<file path="src/design/conv_port_regs.svh">
`ifndef CONV_PORT_REGS_SVH
`define CONV_PORT_REGS_SVH
// Behaviour
// Differential negative result reads as zero
// Mode bit one means single-ended
// Polarity bit swaps differential input roles
// Every transaction takes a fresh address
// Host holds select low whole transaction
// Rising edges shift; first one starts
// Two address bits follow start bit
// Half clock settling before conversion begins
// Serial input ignored after address capture
// Third falling edge drives leading zero
// Decisions shift out MSB first, falling
// Eight decisions give eight-bit result
// Result copied, then shifted LSB first
// Output low after tail until deselect
// Output high impedance while addressing
// Deselect enters static low power state
// Low power releases the output driver
// Positive sampled once, negative per decision
// Early deselect abandons, awaits new start

// ---------------------------------------------------------------
// Sizes and levels
// ---------------------------------------------------------------
`define RESULT_BITS   8      // Width of a conversion result
`define MODE_SINGLE   1'b1   // Mode bit value for single-ended
`define POL_SWAPPED   1'b1   // Polarity bit value choosing ch1
`define START_LEVEL   1'b1   // Serial input level of a start bit
`define LEAD_LEVEL    1'b0   // Level driven while settling / after
`define SEL_IDLE      1'b1   // Select level when host is idle
`define PIN_LOW       1'b0   // Reset level of the other pins
`define OE_OFF        1'b0   // Output driver released
`define OE_ON         1'b1   // Output driver active
`endif

</file>
<file path="src/design/conv_port_pkg.sv">
`include "conv_port_regs.svh"

package conv_port_pkg;

   // Pins coming from the host
   typedef struct packed {
      logic conv_select_n;   // Active-low transaction select
      logic serial_clk;      // Host-supplied bit clock
      logic serial_in;       // Address line from host
   } link_in_t;

   // Serial output pin as three-state pair
   typedef struct packed {
      logic serial_out;      // Output level
      logic serial_out_oe;   // High while the pin is driven
   } link_out_t;

   // Multiplexer address carried in a transaction
   typedef struct packed {
      logic single_diff_sel;       // 1 single-ended, 0 differential
      logic channel_polarity_sel;  // Channel or polarity choice
   } mux_addr_t;

   // Transaction sequencer states
   typedef enum logic [2:0] {
      st_power_down,
      st_wait_start,
      st_get_mode,
      st_get_polarity,
      st_settle,
      st_convert,
      st_lsb_tail,
      st_hold_low
   } port_state_t;

endpackage : conv_port_pkg

</file>
<file path="src/design/approximation_engine.sv">
`timescale 1ns/1ps
`include "conv_port_regs.svh"

// ---------------------------------------------------------------
// Successive approximation engine on digital input levels
// ---------------------------------------------------------------
module approximation_engine #(
   parameter int WIDTH = `RESULT_BITS
) (
   // Clock and reset
   input  wire logic             core_clk,
   input  wire logic             reset_n,
   // Control strobes
   input  wire logic             acquire,    // Hold positive input
   input  wire logic             decide,     // Make one decision
   // Input levels
   input  wire logic [WIDTH-1:0] pos_level,  // Positive input now
   input  wire logic [WIDTH-1:0] neg_level,  // Negative input now
   // Decision and result
   output logic                  decision,   // Bit of this decision
   output logic [WIDTH-1:0]      result_next // Register after it
);

   // Refuse widths that leave no room for a bit pointer
   if (WIDTH < 2) begin : g_width_check
      $error("approximation_engine: WIDTH below 2");
   end

   logic [WIDTH-1:0]         pos_hold_q;     // Held positive level
   logic [WIDTH-1:0]         approximation_register_q; // Trial bits
   logic [$clog2(WIDTH)-1:0] bit_idx_q;      // Bit under trial
   logic [WIDTH-1:0]         trial;          // Trial level
   logic [WIDTH-1:0]         difference;     // Clamped input diff

   // Difference of the pair, clamped at zero when negative
   function automatic logic [WIDTH-1:0] clamp_diff(
      input logic [WIDTH-1:0] pos,
      input logic [WIDTH-1:0] neg);
      clamp_diff = (pos > neg) ? WIDTH'(pos - neg) : '0;
   endfunction : clamp_diff

   // Comparator against the trial level
   always_comb begin
      trial       = approximation_register_q;
      trial[bit_idx_q] = 1'b1;
      difference  = clamp_diff(pos_hold_q, neg_level);
      decision    = (difference >= trial);
      result_next = approximation_register_q;
      result_next[bit_idx_q] = decision;
   end

   // Positive input caught once per conversion
   always_ff @(posedge core_clk) begin
      if (!reset_n) begin
         pos_hold_q <= '0;
      end else if (acquire) begin
         pos_hold_q <= pos_level;
      end
   end

   // Trial register and bit pointer, MSB downwards
   always_ff @(posedge core_clk) begin
      if (!reset_n) begin
         approximation_register_q <= '0;
         bit_idx_q                <= '0;
      end else if (acquire) begin
         approximation_register_q <= '0;
         bit_idx_q <= ($clog2(WIDTH))'(WIDTH - 1);
      end else if (decide) begin
         approximation_register_q <= result_next;
         bit_idx_q <= bit_idx_q - 1'b1;
      end
   end

endmodule : approximation_engine

</file>
<file path="src/design/serial_adc_mux_conversion_port.sv">
`timescale 1ns/1ps
`include "conv_port_regs.svh"

// ---------------------------------------------------------------
// Serial control and readout of a two-channel converter
// ---------------------------------------------------------------
module serial_adc_mux_conversion_port
   import conv_port_pkg::*;
#(
   parameter int WIDTH = `RESULT_BITS
) (
   // Clock and reset
   input  wire logic             core_clk,
   input  wire logic             reset_n,
   // Host link pins
   input  wire link_in_t         link_in,
   output link_out_t             link_out,
   // Analog inputs as digital levels
   input  wire logic [WIDTH-1:0] chan0_level,
   input  wire logic [WIDTH-1:0] chan1_level,
   // Status towards the core
   output logic                  low_power,
   output mux_addr_t             mux_addr,
   output logic [WIDTH-1:0]      result,
   output logic                  result_valid
);

   // ---------------------------------------------------------------
   // Elaboration check
   // ---------------------------------------------------------------
   if (WIDTH < 2) begin : g_width_check
      $error("conversion port: WIDTH below 2");
   end

   localparam int CW = $clog2(WIDTH + 1);   // Counter width

   // ---------------------------------------------------------------
   // Declarations
   // ---------------------------------------------------------------
   link_in_t         meta_q;         // First synchroniser stage
   link_in_t         sync_q;         // Second synchroniser stage
   logic             clk_prev_q;     // Previous synced bit clock
   logic             clk_rise;       // Bit clock rising edge
   logic             clk_fall;       // Bit clock falling edge
   logic             selected;       // Select held low by host
   port_state_t      state_q;        // Sequencer state
   port_state_t      state_d;        // Next sequencer state
   logic [CW-1:0]    count_q;        // Bits moved in this phase
   mux_addr_t        addr_q;         // Captured mux address
   logic [WIDTH-1:0] shift_q;        // LSB-first output shifter
   logic             out_q;          // Serial output level
   logic             oe_q;           // Serial output enable
   logic             low_power_q;    // Low power indication
   logic [WIDTH-1:0] result_q;       // Last complete result
   logic             valid_q;        // Result strobe
   logic             acquire;        // Hold positive input
   logic             decide;         // One approximation step
   logic             last_decide;    // Final approximation step
   logic             decision;       // Comparator outcome
   logic [WIDTH-1:0] result_next;    // Register after decision
   logic [WIDTH-1:0] pos_level;      // Routed positive input
   logic [WIDTH-1:0] neg_level;      // Routed negative input

   // Edge of a synchronised level against its previous value
   function automatic logic edge_of(
      input logic now_lvl,
      input logic was_lvl,
      input logic rising);
      edge_of = rising ? (now_lvl & ~was_lvl) : (~now_lvl & was_lvl);
   endfunction : edge_of

   // ---------------------------------------------------------------
   // Pin synchronisers
   // ---------------------------------------------------------------

   // Two stages on every host pin before any logic looks at it
   always_ff @(posedge core_clk) begin
      if (!reset_n) begin
         meta_q <= '{conv_select_n: `SEL_IDLE,
                     serial_clk:    `PIN_LOW,
                     serial_in:     `PIN_LOW};
         sync_q <= '{conv_select_n: `SEL_IDLE,
                     serial_clk:    `PIN_LOW,
                     serial_in:     `PIN_LOW};
      end else begin
         meta_q <= link_in;
         sync_q <= meta_q;
      end
   end

   // Previous bit clock level for edge detection
   always_ff @(posedge core_clk) begin
      if (!reset_n) begin
         clk_prev_q <= `PIN_LOW;
      end else begin
         clk_prev_q <= sync_q.serial_clk;
      end
   end

   // Edges and select, all from the second stage
   assign clk_rise = edge_of(sync_q.serial_clk, clk_prev_q, 1'b1);
   assign clk_fall = edge_of(sync_q.serial_clk, clk_prev_q, 1'b0);
   assign selected = ~sync_q.conv_select_n;

   // ---------------------------------------------------------------
   // Sequencer
   // ---------------------------------------------------------------

   // Next state from edges and select
   always_comb begin
      state_d = state_q;
      unique case (state_q)
         // Parked until the host selects
         st_power_down: begin
            if (selected) begin
               state_d = st_wait_start;
            end
         end
         // Leading zeros pass, first one is the start bit
         st_wait_start: begin
            if (clk_rise && sync_q.serial_in == `START_LEVEL) begin
               state_d = st_get_mode;
            end
         end
         // Mode bit follows the start bit
         st_get_mode: begin
            if (clk_rise) begin
               state_d = st_get_polarity;
            end
         end
         // Polarity bit closes the address
         st_get_polarity: begin
            if (clk_rise) begin
               state_d = st_settle;
            end
         end
         // Half a clock for the input to settle
         st_settle: begin
            if (clk_fall) begin
               state_d = st_convert;
            end
         end
         // One decision per falling edge
         st_convert: begin
            if (last_decide) begin
               state_d = st_lsb_tail;
            end
         end
         // Remaining bits, LSB first
         st_lsb_tail: begin
            if (clk_fall && count_q == CW'(WIDTH - 2)) begin
               state_d = st_hold_low;
            end
         end
         // Quiet low until deselect
         st_hold_low: begin
            state_d = st_hold_low;
         end
      endcase
      // Deselect wins from any state
      if (!selected) begin
         state_d = st_power_down;
      end
   end

   // State register
   always_ff @(posedge core_clk) begin
      if (!reset_n) begin
         state_q <= st_power_down;
      end else begin
         state_q <= state_d;
      end
   end

   // Approximation strobes
   assign acquire     = selected && state_q == st_settle && clk_fall;
   assign decide      = selected && state_q == st_convert && clk_fall;
   assign last_decide = decide && count_q == CW'(WIDTH - 1);

   // Bit counter for conversion and tail phases
   always_ff @(posedge core_clk) begin
      if (!reset_n) begin
         count_q <= '0;
      end else if (!selected || acquire || last_decide) begin
         count_q <= '0;
      end else if (clk_fall && (state_q == st_convert ||
                                state_q == st_lsb_tail)) begin
         count_q <= count_q + 1'b1;
      end
   end

   // ---------------------------------------------------------------
   // Address capture and input routing
   // ---------------------------------------------------------------

   // Address bits taken on their rising edges, then frozen
   always_ff @(posedge core_clk) begin
      if (!reset_n) begin
         addr_q <= '0;
      end else if (selected && clk_rise) begin
         if (state_q == st_get_mode) begin
            addr_q.single_diff_sel <= sync_q.serial_in;
         end else if (state_q == st_get_polarity) begin
            addr_q.channel_polarity_sel <= sync_q.serial_in;
         end
      end
   end

   // Positive and negative inputs from the captured address
   always_comb begin
      if (addr_q.channel_polarity_sel == `POL_SWAPPED) begin
         pos_level = chan1_level;
         neg_level = chan0_level;
      end else begin
         pos_level = chan0_level;
         neg_level = chan1_level;
      end
      // Single-ended inputs compare against ground
      if (addr_q.single_diff_sel == `MODE_SINGLE) begin
         neg_level = '0;
      end
   end

   // ---------------------------------------------------------------
   // Approximation engine
   // ---------------------------------------------------------------
   approximation_engine #(
      .WIDTH (WIDTH)
   ) u_engine (
      .core_clk    (core_clk),
      .reset_n     (reset_n),
      .acquire     (acquire),
      .decide      (decide),
      .pos_level   (pos_level),
      .neg_level   (neg_level),
      .decision    (decision),
      .result_next (result_next)
   );

   // ---------------------------------------------------------------
   // Output path
   // ---------------------------------------------------------------

   // Tail shifter loaded with the finished result
   always_ff @(posedge core_clk) begin
      if (!reset_n) begin
         shift_q <= '0;
      end else if (last_decide) begin
         shift_q <= result_next;
      end else if (selected && clk_fall && state_q == st_lsb_tail) begin
         shift_q <= shift_q >> 1;
      end
   end

   // Serial output level and driver enable
   always_ff @(posedge core_clk) begin
      if (!reset_n) begin
         out_q <= `LEAD_LEVEL;
         oe_q  <= `OE_OFF;
      end else if (!selected) begin
         out_q <= `LEAD_LEVEL;
         oe_q  <= `OE_OFF;
      end else if (acquire) begin
         out_q <= `LEAD_LEVEL;
         oe_q  <= `OE_ON;
      end else if (decide) begin
         out_q <= decision;
      end else if (clk_fall && state_q == st_lsb_tail) begin
         out_q <= shift_q[1];
      end else if (clk_fall && state_q == st_hold_low) begin
         out_q <= `LEAD_LEVEL;
      end
   end
   // Addressing leaves the driver released, so the pins may share
   // one wire; input is only read in the start and address states
   assign link_out = '{serial_out: out_q, serial_out_oe: oe_q};

   // ---------------------------------------------------------------
   // Status
   // ---------------------------------------------------------------

   // Low power flag and result strobe
   always_ff @(posedge core_clk) begin
      if (!reset_n) begin
         low_power_q <= 1'b1;
         valid_q     <= 1'b0;
      end else begin
         low_power_q <= (state_d == st_power_down);
         valid_q     <= last_decide;
      end
   end

   // Finished result held for the core
   always_ff @(posedge core_clk) begin
      if (!reset_n) begin
         result_q <= '0;
      end else if (last_decide) begin
         result_q <= result_next;
      end
   end

   assign low_power    = low_power_q;
   assign mux_addr     = addr_q;
   assign result       = result_q;
   assign result_valid = valid_q;

endmodule : serial_adc_mux_conversion_port

</file>
<file path="config.mk">
export PLATFORM = sky130hd
export DESIGN_NAME = serial_adc_mux_conversion_port
export DESIGN_NICKNAME = d
export VERILOG_FILES = /design/src/design/conv_port_pkg.sv /design/src/design/approximation_engine.sv /design/src/design/serial_adc_mux_conversion_port.sv
export VERILOG_INCLUDE_DIRS = /design/src /design/src/design
export SDC_FILE = /design/constraint.sdc
export NUM_CORES = 1
export LEC_CHECK = 0
export ABC_AREA = 0
export BUFFER_PORTS_ARGS = -buffer_cell sky130_fd_sc_hd__buf_2
export CORE_MARGIN = 5
export CORE_UTILIZATION = 63
export DETAILED_ROUTE_END_ITERATION = 8
export GPL_ROUTABILITY_DRIVEN = 1
export PLACE_DENSITY = 0.91
export SYNTH_ARGS = -nofsm -noshare
export SYNTH_HDL_FRONTEND = slang
export SYNTH_HIERARCHICAL = 1
export SYNTH_SLANG_ARGS = --single-unit
</file>
<file path="constraint.sdc">
create_clock -name core_clk -period 6.9 [get_ports core_clk]
set_input_delay 0.69 -clock core_clk [delete_from_list [all_inputs] [get_ports core_clk]]
set_output_delay 0.69 -clock core_clk [all_outputs]
set_load 0.05 [all_outputs]
</file>
==> metrics.sh, run 1 <==
RUN_STATUS='finished clean'
DRT_PRE_ANTENNA_ITERS=4
CTS_INSERTED_BUFFERS=5
TIMING.FMAX_MHz=216
SETUP_BUFFERS_AFTER_CTS=0
SYNTH_COMPOUND_AREA_FRAC=0.179
WORST_PATH_SLOWEST_CELL='sky130_fd_sc_hd__dfxtp_1'
DRT_ITER0_DRC=167
DIEHEIGHT_UM=80.4
TOP_LEVEL_PORTS=35
POSTCTSRESIZEDCELLS=0
SYNTH_LARGEST_TYPE_AREA_FRACTION=0.346
WORST_HOLD_SLACK_NS=0.428
AVGVIACOUNTPERCELL=5.82
ANTENNA_CELLS=0
MAXIMUM_NUMBER_OF_PINS_ON_ONE_NET_BEFORE_GLOBAL_ROUTE_REPAIR=29
WIRE_PER_INST_UM=14.8
SYNTH-SEQ-AREA-SHARE=0.346
GRT_USE_TOTAL=0.221
NUMBER_OF_ANTENNA_VIOLATIONS_AT_THE_FIRST_CHECK_IN_GLOBAL_ROUTING=0
WORSTPATHARRIVAL_NS=4.81
YS_WARN_COUNT=6
AREA.GROWTH.SYNTH_TO_FINAL_PCT=8.85
WORSTSETUPPATHTYPE='flip-flop to flip-flop'
SYNTHTOPCELLSBYCOUNT='sky130_fd_sc_hd__dfxtp_1 (54), sky130_fd_sc_hd__nor2_1 (36), sky130_fd_sc_hd__a21oi_1 (35)'
GRT_FIRST_PASS_WIRELENGTH_UM=11500
PLACEMENT.IO_BUFFERS=34
NUMBER_OF_ANTENNA_VIOLATING_NETS_IN_THE_ROUTED_DESIGN=0
DIE_X_UM=80.4
TRITONCTS='done'
PATH_CELLS='mux2i_1, nor2_1, ha_1, fa_1, and2b_1, o221ai_2, a21boi_2, o31ai_4, nor3_1, ha_1, a211o_1, a31oi_1, o21bai_1, a21oi_4, a21oi_1, o21ai_0, a21oi_1'
POST_SYNTH_XOR_AREA_FRACTION=0.0252
SYNTH_FA_HA_AREA_FRAC=0.0825
TIMING.FINAL.CRIT_PERIOD_NS=4.63
FINAL.SETUP_SKEW_NS=0.0104
SYNTH_MUX_AREA_FRAC=0.106
SYN-MEAN-INSTANCE-AREA_UM2=8.80
FIRST_GLOBAL_VIAS=2584
SYNTH_TOP_CELLS_BY_AREA='sky130_fd_sc_hd__dfxtp_1 (35%), sky130_fd_sc_hd__mux2i_1 (7.7%), sky130_fd_sc_hd__ha_1 (7.6%), sky130_fd_sc_hd__a21oi_1 (5.6%), sky130_fd_sc_hd__nor2_1 (4.3%)'
HOLD_CLASS='flip-flop to flip-flop'
CLOCK_TREE.ROOT_CELL='sky130_fd_sc_hd__clkbuf_8'
SYNTHCELLS=355
CRITICAL-PATH-TOP-DELAY-FAMILY='compound AO/OA/AOI/OAI gates'
YOSYS.CELL_TYPES.COUNT=59
WORST_IR_DROP_VDD_uV=93.9
CTSLONGESTPATHBUFFERS=2
NUMBER_OF_PLACEMENT_ROWS=25
FINALCOREUTILIZATION=0.715
YOSYS.CELL_COUNT.TOP_TYPE='sky130_fd_sc_hd__dfxtp_1'
FLOORPLAN.INITIALDENSITY=0.657
CTS.HTREE.LEVELS=2
SYNTH_SEQ_CELLS=54
DOMINANTREGCELLSYNTH='sky130_fd_sc_hd__dfxtp_1'
SLEW-LIMIT-HEADROOM=0.427
FLOORPLAN.DIE_AREA_UM2=6470
P_LEAK_nW=1.29
CRITICAL_PATH_BUF_INV_COUNT=0
TNS_NS=0
SYNTH.CELL_AREA_UM2=3120
SYNTH_EDF_COUNT=0
SYN-NUM-NETS=396
SYNTH_TOP_FAMILY_BY_AREA='simple AND/OR/NAND/NOR gates'
HOLD_BUFFERS=0
FINALHOLDVIOLCOUNT=0
WORST_SETUP_HOLD_PATH_CLK_SLEW_NS=0.11
DRIVE_ABOVE_1_SHARE=0.164
FINALNONFILLERCELLS=445
NUMCLOCKSINKS=54
FINALWEIGHTEDCONGESTION=0.841
FINAL.PERIOD_UTILIZATION=0.671
CORE_AREA_UM2=4750
SIMPLE_GATE_PORTION_OF_THE_SYNTHESIZED_AREA=0.203
MAX_CAP_VIOLATIONS=0
CRITPATHMAXSTAGEDELAY_NS=0.89
SYNTH_ASYNC_SR_FLOP_SHARE=0
FINALNETCOUNT=418
ROUTED_WIRELENGTH_UM=6590
DETAIL_ROUTE.DRC_VIOLATIONS=0
TIGHTESTPINTRANSITION_NS=0.859
SYNTH_LARGEST_AREA_CELL='sky130_fd_sc_hd__dfxtp_1'
REQUIRED_NS=7.08
CRITICAL_PATH.MAX_FANOUT=18
CRITPATHLAUNCHTYPE='flip-flop'
CLK-INSERTION-DELAY-LATE_NS=0.32
HPWL_UM=4790
SLEW_VIOLATIONS=0
FINAL-SETUP-VIOL-COUNT=0
UNREPAIRED_SETUP_ENDPOINTS_AFTER_GLOBAL_ROUTING='no'
GLOBALROUTE.TOTALOVERFLOW=0
POWER-PER-CELL-AREA_nW_PER_UM2=168
NUMPLACEDINSTANCES=437
VIAS=2591
CRITPATHCAPTURETYPE='flip-flop'
[flip-flops by register name (all words and copies together) (netlist names)]
signal	count
state_q	3
oe_q	1
sync_q	3
result_valid	1
meta_q	3
low_power	1
mux_addr	2
count_q	4
clk_prev_q	1
u_engine/approximation_register_q	8
u_engine/bit_idx_q	3
result	8
shift_q	7
out_q	1
u_engine/pos_hold_q	8
[where the power goes]
| group | internal, mW | switching [mW] | total [mW] |
|---|---|---|---|
| registers | 0.314 | 0.00214 | 0.316 |
| logic | 0.0156 | 0.0191 | 0.0347 |
| clock network | 0.111 | 0.111 | 0.222 |
| total | 0.440 | 0.132 | 0.572 |
[layer usage]
| layer | track usage | share of wire | vias to the layer above |
|---|---|---|---|
| li1 | - | - | 1299 |
| met1 | 0.265 | 0.43 | 1219 |
| met2 | 0.386 | 0.50 | 55 |
| met3 | 0.0370 | 0.033 | 18 |
| met4 | 0.0980 | 0.030 | 0 |
| met5 | 0 | 0 | - |
[cells by family after synthesis]
group                      Yosys count
adders and majority gates           20
buffers and inverters               38
DFF                                 54
AOI/OAI and AO/OA                   82
and+or+nand+nor                    120
xor gates and xnor gates             9
muxes                               32
[placed cells by master (no fill, tap or decap), types with 10 or more instances in the layout]
cell type / instances
sky130_fd_sc_hd__a21oi_1: 35
sky130_fd_sc_hd__buf_2: 34
sky130_fd_sc_hd__dfxtp_1: 54
sky130_fd_sc_hd__ha_1: 19
sky130_fd_sc_hd__inv_1: 17
sky130_fd_sc_hd__mux2i_1: 24
sky130_fd_sc_hd__nand2_1: 19
sky130_fd_sc_hd__nor2_1: 36
sky130_fd_sc_hd__nor2b_1: 10
sky130_fd_sc_hd__nor3_1: 11
sky130_fd_sc_hd__o21ai_0: 12
[layout make-up]
cell class	count	area, um^2
tap	67	83.8
sequential	54	1080
multi-input combinational	263	1870
clock inverter	3	48.8
timing repair buffer	36	185
inverter	17	63.8
clock buffer	5	68.8
fill	368	1350
[final timing paths]
| check | startpoint | to | slack (ns) | depth (start not counted) |
|---|---|---|---|---|
| worst max register to register | mux_addr[0]$_SDFFE_PN0P_ | shift_q[6]$_SDFFE_PN0P_ | 2.27 | 17 |
| worst max-delay path | mux_addr[0]$_SDFFE_PN0P_ | shift_q[6]$_SDFFE_PN0P_ | 2.27 | 17 |
| worst min-delay path | meta_q[2]$_SDFF_PN1_ | sync_q[2]$_SDFF_PN1_ | 0.43 | 1 |
| worst min register to register | meta_q[2]$_SDFF_PN1_ | sync_q[2]$_SDFF_PN1_ | 0.43 | 1 |
[worst register-to-register path, cell delays in order (launching register included)]
cell,delay (ns)
sky130_fd_sc_hd__dfxtp_1,0.89
sky130_fd_sc_hd__mux2i_1,0.28
sky130_fd_sc_hd__nor2_1,0.06
sky130_fd_sc_hd__ha_1,0.24
sky130_fd_sc_hd__fa_1,0.38
sky130_fd_sc_hd__and2b_1,0.27
sky130_fd_sc_hd__o221ai_2,0.13
sky130_fd_sc_hd__a21boi_2,0.21
sky130_fd_sc_hd__o31ai_4,0.11
sky130_fd_sc_hd__nor3_1,0.22
sky130_fd_sc_hd__ha_1,0.27
sky130_fd_sc_hd__a211o_1,0.26
sky130_fd_sc_hd__a31oi_1,0.14
sky130_fd_sc_hd__o21bai_1,0.13
sky130_fd_sc_hd__a21oi_4,0.40
sky130_fd_sc_hd__a21oi_1,0.17
sky130_fd_sc_hd__o21ai_0,0.24
sky130_fd_sc_hd__a21oi_1,0.07
[metrics by stage]
stage | power [mW] | cell area, um^2 | setup slack [ns]
3_5_place_dp | 0.357 | 3280 | 2.39
2_1_floorplan | 0.345 | 3120 | 2.47
5_1_grt | 0.589 | 3400 | 1.96
6_report | 0.572 | 3400 | 2.27
4_1_cts | 0.576 | 3400 | 2.30
3_3_place_gp | 0.355 | 3280 | 2.62
No activity file was read; power rests on OpenSTA's default activity.
==> run 2: changes to the inputs <==
--- a/config.mk
+++ b/config.mk
@@ -6,13 +6,13 @@
 export SDC_FILE = /design/constraint.sdc
 export NUM_CORES = 1
 export LEC_CHECK = 0
-export ABC_AREA = 0
+export ABC_AREA = 1
 export BUFFER_PORTS_ARGS = -buffer_cell sky130_fd_sc_hd__buf_2
 export CORE_MARGIN = 5
-export CORE_UTILIZATION = 63
+export CORE_UTILIZATION = 59
 export DETAILED_ROUTE_END_ITERATION = 8
 export GPL_ROUTABILITY_DRIVEN = 1
-export PLACE_DENSITY = 0.91
+export PLACE_DENSITY = 0.86
 export SYNTH_ARGS = -nofsm -noshare
 export SYNTH_HDL_FRONTEND = slang
 export SYNTH_HIERARCHICAL = 1
==> constraint.sdc (replaced) <==
create_clock -name core_clk -period 4.48 [get_ports core_clk]
set_input_delay 0.448 -clock core_clk [delete_from_list [all_inputs] [get_ports core_clk]]
set_output_delay 0.448 -clock core_clk [all_outputs]
set_load 0.05 [all_outputs]
==> metrics.sh, run 2 <==
AREA.GROWTH.SYNTH_TO_FINAL_PCT=7.54
CTS_INSERTED_BUFFERS=5  # unchanged
CRIT_PATH_FREQUENT_CELL='sky130_fd_sc_hd__nand2_1'
CRITICAL_PATH.MAX_FANOUT=15  # -3
UNREPAIRED_SETUP_ENDPOINTS_AFTER_GLOBAL_ROUTING='no'
YOSYS.CELL_COUNT.TOP_TYPE='sky130_fd_sc_hd__nand2_1'
CRITICAL_PATH_BUF_INV_COUNT=4  # +4
WORST_PATH_SLOWEST_CELL='sky130_fd_sc_hd__dfxtp_1'
SYNTH_TOP_FAMILY_BY_AREA='simple AND/OR/NAND/NOR gates'
MAX_CAP_VIOLATIONS=0  # unchanged
SYNTH_ASYNC_SR_FLOP_SHARE=0  # unchanged
WORST_SETUP_HOLD_PATH_CLK_SLEW_NS=0.09  # -0.02 ns
SLEW-LIMIT-HEADROOM=0.521  # +0.0949
POWER-PER-CELL-AREA_nW_PER_UM2=220  # +31%
SETUP_BUFFERS_AFTER_CTS=0  # unchanged
CLOCK_TREE.ROOT_CELL='sky130_fd_sc_hd__clkbuf_8'
POSTCTSRESIZEDCELLS=0  # unchanged
PLACEMENT.IO_BUFFERS=34  # unchanged
REGTOREGENDPOINT='shift_q[6]$_SDFFE_PN0P_'
SYNTHCELLS=515  # +45%
P_LEAK_nW=1.91  # +48%
REQUIRED_NS=4.69  # -2.39 ns
HPWL_UM=5510  # +15%
LAYOUT.CELLS.MOST_COMMON='sky130_fd_sc_hd__nand2_1'
PATH_CELLS='inv_1, nand2_1, a21oi_1, inv_1, ha_1, nand2_1, o21ai_1, nand3_1, nand2_1, nand2_1, a21oi_1, ha_1, a21oi_1, o21a_1, nand3_1, nand2_1, inv_1, nand3_1, nand2_1, inv_1, nor2_1'
NUMBER_OF_PLACEMENT_ROWS=27  # +8.0%
NUMBER_OF_ANTENNA_VIOLATING_NETS_IN_THE_ROUTED_DESIGN=0  # unchanged
FINALWEIGHTEDCONGESTION=0.926  # +10%
CRITPATHCAPTURETYPE='flip-flop'
ROUTED_WIRELENGTH_UM=7320  # +11%
SYNTH_MUX_AREA_FRAC=0  # -0.106
DRT_ITER0_DRC=192  # +15%
SIMPLE_GATE_PORTION_OF_THE_SYNTHESIZED_AREA=0.340  # +0.136
FINALCOREUTILIZATION=0.657  # -0.0585
REGTOREGSTARTPOINT='mux_addr[0]$_SDFFE_PN0P_'
HOLD_BUFFERS=0  # unchanged
TOTAL_POWER_uW=802  # +40%
SYNTH_LARGEST_TYPE_AREA_FRACTION=0.320  # -0.0265
SEQCELLAREA_UM2=1080  # unchanged
MOST-COMMON-LAYOUT-CELLS='sky130_fd_sc_hd__nand2_1 (124), sky130_fd_sc_hd__inv_1 (82), sky130_fd_sc_hd__nor2_1 (59)'
GLOBALROUTE.TOTALOVERFLOW=0  # unchanged
HOLD_START='link_in[1]'
MAXIMUM_NUMBER_OF_PINS_ON_ONE_NET_BEFORE_GLOBAL_ROUTE_REPAIR=30  # +3.4%
CTS.HTREE.LEVELS=2  # unchanged
CRITICAL-PATH-TOP-DELAY-FAMILY='compound AO/OA/AOI/OAI gates'
FINAL-SETUP-VIOL-COUNT=0  # unchanged
WORST_IR_DROP_VDD_uV=193  # +110%
DRIVE_ABOVE_1_SHARE=0.143  # -0.0214
MULTI_INPUT_AREA_UM2=1870  # +0.13%
CRITPATHMAXSTAGEDELAY_NS=0.32  # -0.57 ns
AVGVIACOUNTPERCELL=5.22  # -10%
SYNTH_EDF_COUNT=0  # unchanged
TIMING.FINAL.CRIT_PERIOD_NS=3.51  # -1.12 ns
FF2FF_PATH_DEPTH=21  # +4
SYNTHTOPCELLSBYCOUNT='sky130_fd_sc_hd__nand2_1 (124), sky130_fd_sc_hd__inv_1 (82), sky130_fd_sc_hd__nor2_1 (59)'
NUMBER_OF_ANTENNA_VIOLATIONS_AT_THE_FIRST_CHECK_IN_GLOBAL_ROUTING=0  # unchanged
MIN_DELAY_PATH_DEPTH=3  # +2
SYNTH.CELL_AREA_UM2=3380  # +8.3%
YS_WARN_COUNT=6  # unchanged
GRT_FIRST_PASS_WIRELENGTH_UM=12900  # +12%
CORE_AREA_UM2=5540  # +17%
HOLD_CLASS='primary input to flip-flop'
FINAL.PERIOD_UTILIZATION=0.784  # +0.113
CLK-INSERTION-DELAY-LATE_NS=0.31  # about the same
TIMING.FMAX_MHz=285  # +32%
FINALHOLDVIOLCOUNT=0  # unchanged
NUMCLOCKSINKS=54  # unchanged
TRITONCTS='done'
TIGHTESTPINTRANSITION_NS=0.715  # -0.144 ns
DIEHEIGHT_UM=85.7  # +6.6%
DRT_PRE_ANTENNA_ITERS=5  # +1
RUN_STATUS='finished clean'
CP_NUM_CELLS=21  # +4
SYN-MEAN-INSTANCE-AREA_UM2=6.57  # -25%
FINALNONFILLERCELLS=612  # +38%
FLOORPLAN.INITIALDENSITY=0.611  # -0.0464
TNS_NS=0  # unchanged
FINALNETCOUNT=581  # +39%
FLOORPLAN.DIE_AREA_UM2=7350  # +14%
SLEW_VIOLATIONS=0  # unchanged
CRITPATHLAUNCHTYPE='flip-flop'
DIE_X_UM=85.7  # +6.6%
DOMINANTREGCELLSYNTH='sky130_fd_sc_hd__dfxtp_1'
WORSTPATHARRIVAL_NS=3.72  # -1.09 ns
DETAIL_ROUTE.DRC_VIOLATIONS=0  # unchanged
POST_SYNTH_XOR_AREA_FRACTION=0.0155  # -0.00970
SYN-NUM-NETS=556  # +40%
SYNTH_COMPOUND_AREA_FRAC=0.122  # -0.0577
SYNTH-SEQ-AREA-SHARE=0.320  # -0.0265
YOSYS.CELL_TYPES.COUNT=39  # -34%
VIAS=3196  # +23%
WIRE_PER_INST_UM=12.0  # -19%
CTSLONGESTPATHBUFFERS=2  # unchanged
REGTOREGSETUPSLACK_NS=0.97  # -1.30 ns
SYNTH_SEQ_CELLS=54  # unchanged
FIRST_GLOBAL_VIAS=3067  # +19%
TIMING.CRITICAL_PATH.TO='shift_q[6]$_SDFFE_PN0P_'
GRT_USE_TOTAL=0.210  # -0.0110
SYNTH_FA_HA_AREA_FRAC=0.0762  # -0.00632
SYNTH_LARGEST_AREA_CELL='sky130_fd_sc_hd__dfxtp_1'
FINAL.FILL_COUNT=495  # +35%
CRIT_START='mux_addr[0]$_SDFFE_PN0P_'
ANTENNA_CELLS=0  # unchanged
TOP_LEVEL_PORTS=35  # unchanged
SYNTH_TOP_CELLS_BY_AREA='sky130_fd_sc_hd__dfxtp_1 (32%), sky130_fd_sc_hd__nand2_1 (14%), sky130_fd_sc_hd__inv_1 (9.1%), sky130_fd_sc_hd__ha_1 (7.0%), sky130_fd_sc_hd__nor2_1 (6.5%)'
FINAL.SETUP_SKEW_NS=0.00722  # -0.00314 ns
NUMPLACEDINSTANCES=605  # +38%
WORSTSETUPPATHTYPE='flip-flop to flip-flop'
run 2: through the flow:
| step | setup slack [ns] | hold slack [ns] | cell area (um^2) |
|---|---|---|---|
| after floorplan | 0.820 | 0.390 | 3380 |
| after global placement | 1.17 | 0.401 | 3560 |
| after detailed placement | 1.00 | 0.409 | 3560 |
| after CTS | 0.984 | 0.317 | 3640 |
| after global routing | 0.534 | 0.329 | 3640 |
| final | 0.967 | 0.324 | 3640 |
run 2: logic make-up after synthesis:
| group | count (synthesis) |
|---|---|
| xor+xnor | 6 |
| fa+ha+maj | 20 |
| simple gates | 251 |
| buf+inv | 107 |
| flops | 54 |
| compound gates | 77 |
run 2: area by class of cell:
cell class,count,share of cell area
well taps,72,0.0248
repair buffers,35,0.0488
inverters,90,0.0928
clock buffers,6,0.0199
flip-flops and latches,54,0.297
clock inverters,1,0.00206
multi-input cells,354,0.514
run 2: how the worst min path moves through the flow:
stage | end | slack (ns)
after global placement | sync_q[2]$_SDFF_PN1_ | 0.40
after CTS | meta_q[1]$_SDFF_PN0_ | 0.32
after global routing | meta_q[2]$_SDFF_PN1_ | 0.33
final | meta_q[1]$_SDFF_PN0_ | 0.32
after detailed placement | sync_q[1]$_SDFF_PN0_ | 0.41
after floorplan | sync_q[0]$_SDFF_PN0_ | 0.39
run 2: power breakdown:
group / switching [mW] / total, mW / internal (mW)
Sequential: 0.00249 / 0.485 / 0.483
Clock: 0.153 / 0.261 / 0.108
Combinational: 0.0350 / 0.0555 / 0.0205
run 2: per-layer routing:
layer | vias up | global-route usage | wire length, um | part of all wire
met4 | 0 | 0.0676 | 96 | 0.013
met2 | 101 | 0.373 | 3390 | 0.46
li1 | 1647 | - | - | -
met1 | 1437 | 0.254 | 3330 | 0.45
met3 | 11 | 0.0413 | 504 | 0.069
met5 | - | 0 | 0 | 0
run 2: worst reg2reg max path, stage by stage (launching register included):
cell	delay, ns
sky130_fd_sc_hd__dfxtp_1	0.32
sky130_fd_sc_hd__inv_1	0.32
sky130_fd_sc_hd__nand2_1	0.10
sky130_fd_sc_hd__a21oi_1	0.30
sky130_fd_sc_hd__inv_1	0.08
sky130_fd_sc_hd__ha_1	0.31
sky130_fd_sc_hd__nand2_1	0.08
sky130_fd_sc_hd__o21ai_1	0.24
sky130_fd_sc_hd__nand3_1	0.15
sky130_fd_sc_hd__nand2_1	0.09
sky130_fd_sc_hd__nand2_1	0.05
sky130_fd_sc_hd__a21oi_1	0.15
sky130_fd_sc_hd__ha_1	0.26
sky130_fd_sc_hd__a21oi_1	0.15
sky130_fd_sc_hd__o21a_1	0.31
sky130_fd_sc_hd__nand3_1	0.11
sky130_fd_sc_hd__nand2_1	0.11
sky130_fd_sc_hd__inv_1	0.05
sky130_fd_sc_hd__nand3_1	0.11
sky130_fd_sc_hd__nand2_1	0.06
sky130_fd_sc_hd__inv_1	0.05
sky130_fd_sc_hd__nor2_1	0.03
==> run 3: changes to the inputs <==
==> constraint.sdc (replaced) <==
create_clock -name core_clk -period 3.5 [get_ports core_clk]
set_input_delay 0.35 -clock core_clk [delete_from_list [all_inputs] [get_ports core_clk]]
set_output_delay 0.35 -clock core_clk [all_outputs]
set_load 0.05 [all_outputs]
==> metrics.sh, run 3 (synthesized netlist as in run 2, its figures left out) <==
WORST_SETUP_HOLD_PATH_CLK_SLEW_NS=0.09  # about the same
TIGHTESTPINTRANSITION_NS=0.494  # -0.221 ns
FINAL.FILL_COUNT=470  # -5.1%
WORSTSETUPPATHTYPE='flip-flop to flip-flop'
GLOBALROUTE.TOTALOVERFLOW=0  # unchanged
HPWL_UM=5610  # +1.8%
CORE_AREA_UM2=5540  # unchanged
CRITPATHMAXSTAGEDELAY_NS=0.37  # +0.05 ns
RUN_STATUS='finished clean'
TRITONCTS='done'
WORSTPATHARRIVAL_NS=3.53  # -0.19 ns
TIMING.FINAL.CRIT_PERIOD_NS=3.33  # -0.182 ns
DIE_X_UM=85.7  # unchanged
NUMBER_OF_ANTENNA_VIOLATING_NETS_IN_THE_ROUTED_DESIGN=0  # unchanged
FINAL.PERIOD_UTILIZATION=0.952  # +0.168
CRITICAL_PATH.MAX_FANOUT=13  # -2
POSTLAYOUTCELLAREA_UM2=3760  # +3.4%
ANTENNA_CELLS=0  # unchanged
MOST-COMMON-LAYOUT-CELLS='sky130_fd_sc_hd__nand2_1 (123), sky130_fd_sc_hd__inv_1 (82), sky130_fd_sc_hd__nor2_1 (58)'
AVGVIACOUNTPERCELL=5.25  # +0.52%
GRT_FIRST_PASS_WIRELENGTH_UM=12700  # -1.6%
FINAL-SETUP-VIOL-COUNT=0  # unchanged
DIEHEIGHT_UM=85.7  # unchanged
LAYOUT.CELLS.MOST_COMMON='sky130_fd_sc_hd__nand2_1'
VIAS=3244  # +1.5%
MAXIMUM_NUMBER_OF_PINS_ON_ONE_NET_BEFORE_GLOBAL_ROUTE_REPAIR=30  # unchanged
FINAL.SETUP_SKEW_NS=0.00884  # +0.00162 ns
REQUIRED_NS=3.70  # -0.99 ns
TIMING.CRITICAL_PATH.TO='shift_q[1]$_SDFFE_PN0P_'
WIRE_PER_INST_UM=12.4  # +3.6%
CRIT_START='mux_addr[0]$_SDFFE_PN0P_'
FINALHOLDVIOLCOUNT=0  # unchanged
MAX_CAP_VIOLATIONS=0  # unchanged
FIRST_GLOBAL_VIAS=2880  # -6.1%
FINALWEIGHTEDCONGESTION=0.912  # -1.5%
DETAIL_ROUTE.DRC_VIOLATIONS=0  # unchanged
REGTOREGSTARTPOINT='mux_addr[0]$_SDFFE_PN0P_'
FINALNETCOUNT=587  # +1.0%
HOLD_CLASS='primary input to flip-flop'
PATH_CELLS='inv_1, buf_6, nand2_1, a21oi_1, inv_1, ha_1, nand2_1, inv_1, nand3_1, o21ai_1, xor2_1, nor2_1, ha_1, a21oi_2, o21a_1, nand3_1, nand2_1, inv_1, nand3_1, nand2_1, inv_1, nor2_1'
TOTAL_POWER_mW=1.03  # +28%
DRT_PRE_ANTENNA_ITERS=5  # unchanged
WORST_IR_DROP_VDD_uV=383  # +99%
WORST_PATH_SLOWEST_CELL='sky130_fd_sc_hd__ha_1'
CTSLONGESTPATHBUFFERS=2  # unchanged
SLEW_VIOLATIONS=0  # unchanged
P_LEAK_nW=1.95  # +2.1%
NUMBER_OF_PLACEMENT_ROWS=27  # unchanged
CRIT_PATH_FREQUENT_CELL='sky130_fd_sc_hd__inv_1'
PLACEMENT.IO_BUFFERS=34  # unchanged
FF2FF_PATH_DEPTH=22  # +4.8%
CLK-INSERTION-DELAY-LATE_NS=0.30  # about the same
GRT_USE_TOTAL=0.206  # -0.00386
CRITPATHCAPTURETYPE='flip-flop'
NUMBER_OF_ANTENNA_VIOLATIONS_AT_THE_FIRST_CHECK_IN_GLOBAL_ROUTING=0  # unchanged
DRT_ITER0_DRC=208  # +8.3%
CRITPATHLAUNCHTYPE='flip-flop'
DPL_CELL_AREA_UM2=3580  # +0.67%
CP_NUM_CELLS=22  # +4.8%
REGTOREGENDPOINT='shift_q[1]$_SDFFE_PN0P_'
DRIVE_ABOVE_1_SHARE=0.179  # +0.0369
FLOORPLAN.INITIALDENSITY=0.611  # unchanged
CRITICAL_PATH_BUF_INV_COUNT=6  # +2
CLOCK_TREE.ROOT_CELL='sky130_fd_sc_hd__clkbuf_8'
CRITICAL-PATH-TOP-DELAY-FAMILY='simple AND/OR/NAND/NOR gates'
SLEW-LIMIT-HEADROOM=0.671  # +0.149
AREA.GROWTH.SYNTH_TO_FINAL_PCT=11.2
POWER-PER-CELL-AREA_nW_PER_UM2=273  # +24%
CTS_INSERTED_BUFFERS=5  # unchanged
ROUTED_WIRELENGTH_UM=7660  # +4.6%
REGTOREGSETUPSLACK_NS=0.17  # -0.80 ns
FLOORPLAN.DIE_AREA_UM2=7350  # unchanged
CTS.HTREE.LEVELS=2  # unchanged
NUMCLOCKSINKS=54  # unchanged
TIMING.FMAX_MHz=300  # +5.5%
TOP_LEVEL_PORTS=35  # unchanged
[run 3: cell count changes in the layout (fill, tap and decap cells not counted), sizes merged]
cell	previous run	this run
o21a	2	3
buf	35	40
clkinv	1	3
clkbuf	6	5
clkinvlp	1	0
[run 3: worst reg2reg max path, cell delays in order (launching register included)]
cell and delay (ns):
sky130_fd_sc_hd__dfxtp_2 0.33, sky130_fd_sc_hd__inv_1 0.10, sky130_fd_sc_hd__buf_6 0.16, sky130_fd_sc_hd__nand2_1 0.06, sky130_fd_sc_hd__a21oi_1 0.11, sky130_fd_sc_hd__inv_1 0.06
sky130_fd_sc_hd__ha_1 0.37, sky130_fd_sc_hd__nand2_1 0.10, sky130_fd_sc_hd__inv_1 0.13, sky130_fd_sc_hd__nand3_1 0.09, sky130_fd_sc_hd__o21ai_1 0.18, sky130_fd_sc_hd__xor2_1 0.21
sky130_fd_sc_hd__nor2_1 0.08, sky130_fd_sc_hd__ha_1 0.32, sky130_fd_sc_hd__a21oi_2 0.20, sky130_fd_sc_hd__o21a_1 0.23, sky130_fd_sc_hd__nand3_1 0.12, sky130_fd_sc_hd__nand2_1 0.10
sky130_fd_sc_hd__inv_1 0.05, sky130_fd_sc_hd__nand3_1 0.10, sky130_fd_sc_hd__nand2_1 0.06, sky130_fd_sc_hd__inv_1 0.05, sky130_fd_sc_hd__nor2_1 0.04
[run 3: layer usage]
layer / GRT usage / vias to the layer above / part of all wire
met4: 0.0504 / 0 / 0.014
met2: 0.343 / 121 / 0.46
met3: 0.0384 / 14 / 0.074
met5: 0 / - / 0
li1: - / 1668 / -
met1: 0.277 / 1441 / 0.45
[run 3: layout make-up]
type | count | area [um^2] | area share
multi-input cells | 355 | 1960 | 0.520
flip-flops and latches | 54 | 1080 | 0.288
inverters | 90 | 338 | 0.0898
repair buffers | 40 | 219 | 0.0582
well taps | 72 | 90.1 | 0.0239
clock buffers | 5 | 68.8 | 0.0183
clock inverters | 2 | 10.0 | 0.00266
[run 3: how the worst min path moves through the flow]
stage / start / end / depth (start not counted)
floorplan: meta_q[0]$_SDFF_PN0_ / sync_q[0]$_SDFF_PN0_ / 2
global placement: meta_q[0]$_SDFF_PN0_ / sync_q[0]$_SDFF_PN0_ / 2
detailed placement: meta_q[0]$_SDFF_PN0_ / sync_q[0]$_SDFF_PN0_ / 2
CTS: link_in[1] / meta_q[1]$_SDFF_PN0_ / 3
global route: link_in[2] / meta_q[2]$_SDFF_PN1_ / 2
finish: link_in[1] / meta_q[1]$_SDFF_PN0_ / 3
[run 3: power breakdown]
part | switching (mW) | total (mW) | internal, mW
registers | 0.00300 | 0.621 | 0.618
logic | 0.0485 | 0.0781 | 0.0296
clock network | 0.193 | 0.328 | 0.135
[run 3: per-stage QoR]
stage                     worst slack, ns  cells  TNS [ns]   util  hold slack, ns
after floorplan                    0.0690    515         0      -           0.390
after global placement              0.179    608         0  0.647           0.396
after detailed placement            0.106    608         0  0.647           0.402
after CTS                          0.0856    615         0  0.661           0.222
after global routing              -0.0584    618    -0.153  0.679           0.234
final                               0.169    618         0  0.679           0.228
[run 3: timing repair]
item / in CTS / in global routing
hold buffers: 0 / 0
hold endpoints to repair: 0 / 0
setup buffers: 0 / 2
gates resized for setup: 0 / 17
setup endpoints to repair: 0 / 15
